File: src/sram_ctl_consts.svh
/*
 * Constants for the asynchronous x16 static memory controller.
 * Assumes a 50 MHz mclk; every timing count derives from nanoseconds.
 */
`ifndef SRAM_CTL_CONSTS_SVH
`define SRAM_CTL_CONSTS_SVH

`define CLK_PERIOD_NS 20
`define T_POWER_NS 1000
`define T_ACCESS_NS 12
`define T_STROBE_DV_NS 8
`define T_RELEASE_NS 6
`define T_WSETUP_NS 8
`define T_DSETUP_NS 6
`define T_STANDBY_NS 12
// least times round up
`define CEIL_CYC(ns) (((ns) + `CLK_PERIOD_NS - 1) / `CLK_PERIOD_NS)
`define POWER_CYC `CEIL_CYC(`T_POWER_NS)
`define READ_CYC `CEIL_CYC(`T_ACCESS_NS + `T_STROBE_DV_NS)
`define WRITE_CYC `CEIL_CYC(`T_WSETUP_NS + `T_RELEASE_NS + `T_DSETUP_NS)
`define IDLE_CYC `CEIL_CYC(`T_STANDBY_NS)

`endif

File: src/sram_ctl_pkg.sv
/*
 * Types shared by the controller, its checker, the memory model and the bench.
 * Assumes the constants header is compiled alongside.
 */
package sram_ctl_pkg;
    typedef enum logic [2:0] {
        ST_POWER,
        ST_IDLE,
        ST_READ,
        ST_WRITE,
        ST_RECOVER
    } ctl_state_e;
    typedef logic [15:0] word_t;
endpackage : sram_ctl_pkg

File: src/wait_counter.sv
/*
 * Down counter giving a one-cycle done pulse after a loaded count.
 * Assumes load and count values synchronous to mclk.
 */
`timescale 1ns/100ps
module wait_counter #(
    parameter int WIDTH = 16
) (
    input wire logic mclk,
    input wire logic rst,
    input wire logic load,
    input wire logic [WIDTH-1:0] count,
    output logic done
);
    logic [WIDTH-1:0] cnt_ff;
    logic busy_ff;
    wire logic lastTick = busy_ff && (cnt_ff == '0);

    ////////////////////////////////////////////////////////////////////
    // a load restarts the wait; done fires once when it runs out
    always_ff @(posedge mclk) begin
        if (rst) begin
            cnt_ff <= '0;
            busy_ff <= 1'b0;
        end else if (load) begin
            cnt_ff <= count;
            busy_ff <= 1'b1;
        end else if (lastTick) begin
            busy_ff <= 1'b0;
        end else if (busy_ff) begin
            cnt_ff <= cnt_ff - 1'b1;
        end
    end
    // done must not look at load: the loader decides on done, and a
    // mask here would close a combinational loop through the caller
    assign done = lastTick;
endmodule : wait_counter

File: src/sram_ctl.sv
/*
 * Host-side controller for an asynchronous 16-bit static memory with
 * two byte lanes. One request at a time: read or write a word or lane.
 * Assumes the memory pins are driven straight from flops at 50 MHz, and
 * that the board joins dataOut/dataOe_n/dataIn onto the shared bus.
 */
`timescale 1ns/100ps
`include "sram_ctl_consts.svh"
module sram_ctl #(
    parameter int ADDR_W = 17,
    parameter int POWER_CYCLES = `POWER_CYC,
    parameter int READ_CYCLES = `READ_CYC,
    parameter int WRITE_CYCLES = `WRITE_CYC,
    parameter int IDLE_CYCLES = `IDLE_CYC
) (
    input wire logic mclk,
    input wire logic rst,
    // user side
    input wire logic reqValid,
    input wire logic reqWrite,
    input wire logic [ADDR_W-1:0] reqAddr,
    input wire sram_ctl_pkg::word_t reqData,
    input wire logic [1:0] reqLanes,
    output logic reqReady,
    output logic rspValid,
    output sram_ctl_pkg::word_t rspData,
    output logic powerUp,
    // memory side
    output logic [ADDR_W-1:0] memAddr,
    output logic chip_select_n,
    output logic output_enable_n,
    output logic write_enable_n,
    output logic low_lane_strobe_n,
    output logic upper_lane_strobe_n,
    output sram_ctl_pkg::word_t dataOut,
    output logic [1:0] dataOe_n,
    input wire sram_ctl_pkg::word_t dataIn
);
    import sram_ctl_pkg::*;

    localparam int CW = 16;

    ctl_state_e state_ff, nxt_state;
    logic [ADDR_W-1:0] addr_ff;
    word_t wdata_ff, rdata_ff;
    logic [1:0] lanes_ff;
    logic cs_n_ff, oe_n_ff, we_n_ff;
    logic [1:0] strobe_n_ff, dataOe_n_ff;
    logic rsp_ff, power_ff;
    logic ldWait;
    logic [CW-1:0] ldCount;
    logic waitDone;

    ////////////////////////////////////////////////////////////////////
    // one counter times power-up, access, write pulse and recovery
    wait_counter #(.WIDTH(CW)) u_wait (
        .mclk(mclk),
        .rst(rst),
        .load(ldWait),
        .count(ldCount),
        .done(waitDone)
    );

    // a request is taken only when idle and at least one lane is chosen
    wire logic take = (state_ff == ST_IDLE) && reqValid && (reqLanes != 2'h0);
    wire logic takeRd = take && !reqWrite;
    wire logic takeWr = take && reqWrite;
    // counts are held one short: the counter spends a cycle on zero
    wire logic [CW-1:0] rdCnt = CW'(READ_CYCLES - 1);
    wire logic [CW-1:0] wrCnt = CW'(WRITE_CYCLES - 1);
    wire logic [CW-1:0] idCnt = CW'(IDLE_CYCLES - 1);
    wire logic [CW-1:0] pwCnt = CW'(POWER_CYCLES - 1);

    // power-up wait is armed on the first cycle after reset
    logic armed_ff;
    wire logic armPower = (state_ff == ST_POWER) && !armed_ff;

    ////////////////////////////////////////////////////////////////////
    // next state and counter loads
    always_comb begin
        nxt_state = state_ff;
        ldWait = 1'b0;
        ldCount = '0;
        case (state_ff)
            ST_POWER: begin
                ldWait = armPower;
                ldCount = pwCnt;
                if (waitDone) begin
                    nxt_state = ST_IDLE;
                end
            end
            ST_IDLE: begin
                if (takeRd) begin
                    nxt_state = ST_READ;
                    ldWait = 1'b1;
                    ldCount = rdCnt;
                end else if (takeWr) begin
                    nxt_state = ST_WRITE;
                    ldWait = 1'b1;
                    ldCount = wrCnt;
                end
            end
            ST_READ, ST_WRITE: begin
                if (waitDone) begin
                    nxt_state = ST_RECOVER;
                    ldWait = 1'b1;
                    ldCount = idCnt;
                end
            end
            ST_RECOVER: begin
                if (waitDone) begin
                    nxt_state = ST_IDLE;
                end
            end
            default: begin
                nxt_state = ST_IDLE;
            end
        endcase
    end

    ////////////////////////////////////////////////////////////////////
    // state register; the power wait load shares the counter port
    always_ff @(posedge mclk) begin
        if (rst) begin
            state_ff <= ST_POWER;
            armed_ff <= 1'b0;
        end else begin
            state_ff <= nxt_state;
            armed_ff <= 1'b1;
        end
    end

    ////////////////////////////////////////////////////////////////////
    // strobe timing: address and data latched at take, in the same
    // edge as the controls fall, and held through the ending edge
    wire logic endAccess = waitDone && (state_ff == ST_READ || state_ff == ST_WRITE);

    always_ff @(posedge mclk) begin
        if (rst) begin
            addr_ff <= '0;
            wdata_ff <= '0;
            lanes_ff <= 2'h0;
        end else if (take) begin
            addr_ff <= reqAddr;
            wdata_ff <= reqData;
            lanes_ff <= reqLanes;
        end
    end

    // select, strobes and enables all fall in the same edge and rise in
    // the same edge, so both setups equal the whole pulse
    always_ff @(posedge mclk) begin
        if (rst) begin
            cs_n_ff <= 1'b1;
            oe_n_ff <= 1'b1;
            we_n_ff <= 1'b1;
            strobe_n_ff <= 2'h3;
            dataOe_n_ff <= 2'h3;
        end else if (take) begin
            cs_n_ff <= 1'b0;
            oe_n_ff <= reqWrite;
            we_n_ff <= !reqWrite;
            strobe_n_ff <= ~reqLanes;
            dataOe_n_ff <= reqWrite ? ~reqLanes : 2'h3;
        end else if (endAccess) begin
            // all rise together; bus data held a cycle past the end
            cs_n_ff <= 1'b1;
            oe_n_ff <= 1'b1;
            we_n_ff <= 1'b1;
            strobe_n_ff <= 2'h3;
        end else if (state_ff == ST_RECOVER) begin
            dataOe_n_ff <= 2'h3;
        end
    end

    ////////////////////////////////////////////////////////////////////
    // read data sampled per lane on the last access cycle
    genvar g;
    generate
        for (g = 0; g < 2; g++) begin : g_lane
            always_ff @(posedge mclk) begin
                if (rst) begin
                    rdata_ff[8*g +: 8] <= 8'h00;
                end else if (endAccess && state_ff == ST_READ) begin
                    rdata_ff[8*g +: 8] <= lanes_ff[g] ? dataIn[8*g +: 8]
                                                       : 8'h00;
                end
            end
        end
    endgenerate

    always_ff @(posedge mclk) begin
        if (rst) begin
            rsp_ff <= 1'b0;
            power_ff <= 1'b0;
        end else begin
            rsp_ff <= endAccess && state_ff == ST_READ;
            power_ff <= (nxt_state != ST_POWER);
        end
    end

    ////////////////////////////////////////////////////////////////////
    // outputs
    assign reqReady = (state_ff == ST_IDLE);
    assign rspValid = rsp_ff;
    assign rspData = rdata_ff;
    assign powerUp = power_ff;
    assign memAddr = addr_ff;
    assign chip_select_n = cs_n_ff;
    assign output_enable_n = oe_n_ff;
    assign write_enable_n = we_n_ff;
    assign low_lane_strobe_n = strobe_n_ff[0];
    assign upper_lane_strobe_n = strobe_n_ff[1];
    assign dataOut = wdata_ff;
    assign dataOe_n = dataOe_n_ff;
endmodule : sram_ctl

File: config.mk
export PLATFORM = sky130hd
export DESIGN_NAME = sram_ctl
export DESIGN_NICKNAME = d
export VERILOG_FILES = /design/src/sram_ctl_pkg.sv /design/src/wait_counter.sv /design/src/sram_ctl.sv
export VERILOG_INCLUDE_DIRS = /design/src
export SDC_FILE = /design/constraint.sdc
export NUM_CORES = 1
export LEC_CHECK = 0
export BUFFER_PORTS_ARGS = -buffer_cell sky130_fd_sc_hd__buf_2
export CAP_MARGIN = 20
export CORE_ASPECT_RATIO = 0.8
export CORE_UTILIZATION = 46
export CTS_BUF_LIST = sky130_fd_sc_hd__clkbuf_16
export CTS_CLUSTER_SIZE = 12
export DETAILED_ROUTE_END_ITERATION = 10
export PLACE_DENSITY = 0.74
export SYNTH_ARGS = -nofsm -noshare
export SYNTH_HDL_FRONTEND = slang
export SYNTH_SLANG_ARGS = --single-unit
export TNS_END_PERCENT = 5
File: constraint.sdc
create_clock -name mclk -period 2.6 [get_ports mclk]
set_input_delay 0.26 -clock mclk [delete_from_list [all_inputs] [get_ports mclk]]
set_output_delay 0.26 -clock mclk [all_outputs]
set_load 0.005 [all_outputs]
[Yosys cells after proc, flatten, opt, wreduce, memory -nomap -nowiden]
Index checks and enable logic that the tools add are counted.
Operators by class
  add/subtract/negate cells: 1
  equality and inequality tests: 6
  mux-type cells: 28
  bitwise gates (word level): 1
  reductions and logical operators: 23
Operator list (number)
  $mux 16: 3
  $logic_not 16->1: 1
  $mux 8: 2
  $sub 16x1->16 const B: 1
  $mux 2: 6
  $mux 3: 4
  $mux 1: 10
  $reduce_bool 2->1: 5
  $pmux 3 s3: 1
  $logic_and 1x1->1: 8
  $eq 3x2->1 const B: 2
  $mux 6: 1
  $ne 2x2->1 const B: 2
  $reduce_and 2->1: 2
  $reduce_or 2->1: 2
  $eq 3x1->1 const B: 1
  $eq 3x3->1 const B: 1
  $logic_not 3->1: 1
  $pmux 1 s3: 1
  $reduce_bool 3->1: 1
  $logic_not 1->1: 2
  $not 2->2: 1
  $logic_or 1x1->1: 1
Storage, ports and cells
  register bits: 81
  input port bits: 55
  output and inout bits: 59
  logic and storage cells: 75

[Logic depth before layout (Yosys ltp)]
  depth in word-level cells: 9
  depth in mapped cells: 9

[By module]
Synthesis repeated with hierarchy kept, for this count alone.
Second synthesis, totals
  cells, all modules: 403
  area, all modules: 3539.6 um2
By module, submodules not included
  sram_ctl: times used 1, cells an instance 264, area each 2424.8 um2, sequential area each 1281.2 um2
  wait_counter: times used 1, cells an instance 139, area each 1114.8 um2, sequential area each 340.3 um2

[Worst setup path before layout]
OpenSTA, ideal clock, no wires.
  path kind: reg2reg
  start: register u_wait.cnt_ff[0]
  end: register rdata_ff[0], in the netlist rspData[0]
  arrival time: 2055 ps
  data required time: 2483 ps
  path slack: 429 ps
  stages on the path, launching flop included: 9
  period minus slack after synthesis: 2171 ps
  path through: dfxtp_1 -> inv_1 -> ha_1 -> or4b_1 -> nor4_4 -> nand2_4 -> o21a_4 -> buf_6 -> a22o_1
Between the ends
  cells in the longest elaborated chain, start to end: 4
Ends and longest elaborated chain
  from (decl): line wait_counter.sv:15  | logic [WIDTH-1:0] cnt_ff;
  from (signal assigned): line wait_counter.sv:26  | cnt_ff <= count;
  from (signal assigned): line wait_counter.sv:31  | cnt_ff <= cnt_ff - 1'b1;
  $logic_not 16->1: line wait_counter.sv:17  | wire logic lastTick = busy_ff && (cnt_ff == '0);
  $logic_and 1x1->1: line wait_counter.sv:17
  $logic_and 1x1->1: line sram_ctl.sv:136  | wire logic endAccess = waitDone && (state_ff == ST_READ || state_ff == ST_WRITE);
  $logic_and 1x1->1: line sram_ctl.sv:184  | end else if (endAccess && state_ff == ST_READ) begin
  to (signal, indexed assignment): line sram_ctl.sv:185  | rdata_ff[8*g +: 8] <= lanes_ff[g] ? dataIn[8*g +: 8]
  to (decl): line sram_ctl.sv:45  | word_t wdata_ff, rdata_ff;
No other way between the ends.
A chain may end at the register's enable or synchronous reset.

[Final worst setup path]
  start: register u_wait.cnt_ff[0]
  end: register rdata_ff[8], in the netlist rspData[8]
Same word-level chain as after synthesis.

==> reports/results.ini <==
[outcome]
status = complete, no violations

[route]
drc = 0
vias = 3046
initialDrtViolationCount = 264
drt_wl_total_um = 8060
ant_nets = 0
drtPass1Iterations = 5
wl_per_cell_um = 14.2
viasPerCell = 5.36

[logic_synthesis]
async_flop_share_pct = 0
yosysSeqAreaShare_pct = 49.3
syn_area_sq_mm = 0.00329
yosys_warnings = 0
synth-seq-cells = 81
synth_edf_count = 0
yosys.cell_types.count = 51
ys.flop_type = dfxtp_1
syn-num-nets = 422
syn_inst = 365
syn_area_per_cell_sq_um = 9.01

[timing]
clock_skew_ns = 0.00558
timing.final.ws_setup_ns = 0.272
drv_slew = 0
fin_crit_sh_pct = 89.5
period_minus_slack_ns = 2.33
tightest_slew_ns = 0.695
rsz0062_at_grt = no
maxSlewHeadroom_pct = 53.5
timing.fmax_mhz = 430
tns_ns = 0
final_hold_viol_count = 0
setup-violations-final = 0

[finish]
final_cell_mix = buf_2, nand2_1, dfxtp_1
layout_commonest_cell = buf_2
drive_above_1_share_pct = 31.4
fin_nets = 533
filler_cell_count = 611
syn2layout_area_growth_pct = 28.7
antenna_cells = 0

[global_route]
grt_max_degree = 46
grt_pass1_wl_um = 12600
grt_pass1_vias = 2611
grt_usage_pct = 21.9
antenna_found_initial = 0
grt-ovfl-total = 0

[floorplanning]
io_pins = 114
dieHeight_um = 77.6
core_area_sq_mm = 0.00689
initial_core_util_pct = 47.7
dieArea_sq_mm = 0.00749
rows = 27
die_w_um = 96.5

[critical_path]
cp.required_ns = 2.87
crit-reg2reg-launch = u_wait.cnt_ff[0]
path_class = reg2reg
crit_fanout = 8
setup.worst_path.end_class = flip-flop
reg2reg_slack_ns = 0.27
cp.arrival_ns = 2.60
worstSetupStartpointType = flip-flop
crit_path_start = u_wait.cnt_ff[0]

[clock_network]
clkTransAtPathRegs_ns = 0.06
cts_setup_buffers = 0
clk_latency_ns = 0.33
clock-root-buffer = clkbuf_16
htree_levels = 3
numClockSinks = 81
cts_buffer_depth = 2
hold_buffers = 0
cts_resized = 0
cts_tree = built
cts_made_buffers = 9

[min_path]
min_from = dataIn[3]
hold_class = in2reg

[power_and_ir_drop]
leakagePower_uw = 0.00180
p_total_uw = 4440
p_per_area_mw_per_mm2 = 1050
ir_drop_mv = 0.593

[run]
drv_cap = 0

[placement]
place_worst_setup_slack_ns = 0.303
port_buffers = 113
hpwl_um = 5660
place_congestion = 0.921

-- kinds of logic (layout without fill, tap and decap cells) --
family	Yosys count	after routing	share of synthesized area [%]
xor+xnor	7	7	1.87
mux	1	1	0.305
buf+inv	29	145	4.42
fa+ha+maj	2	2	0.761
compound gates	91	91	18.5
simple gates	154	154	24.9
flops	81	81	49.3
-- per-layer routing --
layer	share of wire [%]	wire (um)	GRT usage (%)
met1	47	3770	30.5
met2	44	3530	31.5
met3	8.2	662	8.04
met4	1.2	97	5.88
met5	0	0	0
-- per-stage QoR --
stage | instance area [sq um] | hold WS, ns | cells | util (%)
floorplan | 3290 | 0.385 | 365 | -
global route | 4230 | 0.139 | 568 | 61.4
global placement | 3910 | 0.439 | 552 | 56.7
CTS | 4230 | 0.129 | 568 | 61.4
detailed placement | 3910 | 0.444 | 552 | 56.7
finish | 4230 | 0.137 | 568 | 61.4
-- cell usage after synthesis (all sizes together), types with 3 or more instances --
library cell  count  share of area, %
nand2            89                10
dfxtp            81                49
a21oi            40               6.1
a22o             16               4.3
clkbuf           15               1.7
nor2             15               1.7
nor4             11               3.2
buf               7               1.9
inv               7              0.80
o21ai             7               1.1
nand4             6               1.1
o31ai             6               1.4
nor3              5              0.91
nor4b             5               2.2
a211oi            4              0.91
nand3             4              0.61
xor2              4               1.1
a211o             3              0.80
nand2b            3              0.57
o21a              3              0.91
or4b              3              0.91
xnor2             3              0.80
-- flip-flops by register name, summed over array words and instances (netlist names) --
name,cells
memAddr,17
dataOut,16
rspData,16
u_wait.cnt_ff,16
state_ff,3
dataOe_n,2
lanes_ff,2
strobe_n_ff,2
armed_ff,1
chip_select_n,1
output_enable_n,1
powerUp,1
rspValid,1
u_wait.busy_ff,1
write_enable_n,1
-- worst max-delay path, stage by stage (launching register included) --
cell and delay, ns:
dfxtp_1 0.33, inv_1 0.09, ha_1 0.19, or4b_1 0.51, nor4_4 0.35, nand2_4 0.14, nor4b_4 0.46, a22o_1 0.20
-- layout make-up --
type | count | area, sq um | area share [%]
multi-input cells | 255 | 1520 | 35.9
repair buffers | 122 | 633 | 15.0
inverters | 7 | 26.3 | 0.621
clock buffers | 9 | 225 | 5.32
flip-flops and latches | 81 | 1620 | 38.3
clock inverters | 7 | 96.3 | 2.28
well taps | 87 | 109 | 2.57
-- report_power, final --
| group | switching [uW] | total (uW) | internal (uW) |
|---|---|---|---|
| clock network | 499 | 1340 | 840 |
| logic | 853 | 1480 | 632 |
| registers | 198 | 1620 | 1420 |
-- worst paths after layout --
kind / to / depth (start not counted)
worst max-delay path: rspData[8] / 7
worst min-delay path: rspData[3] / 2
worst max register to register: rspData[8] / 7
worst min register to register: dataOut[12] / 2
Power figures use the tool's default switching activity.
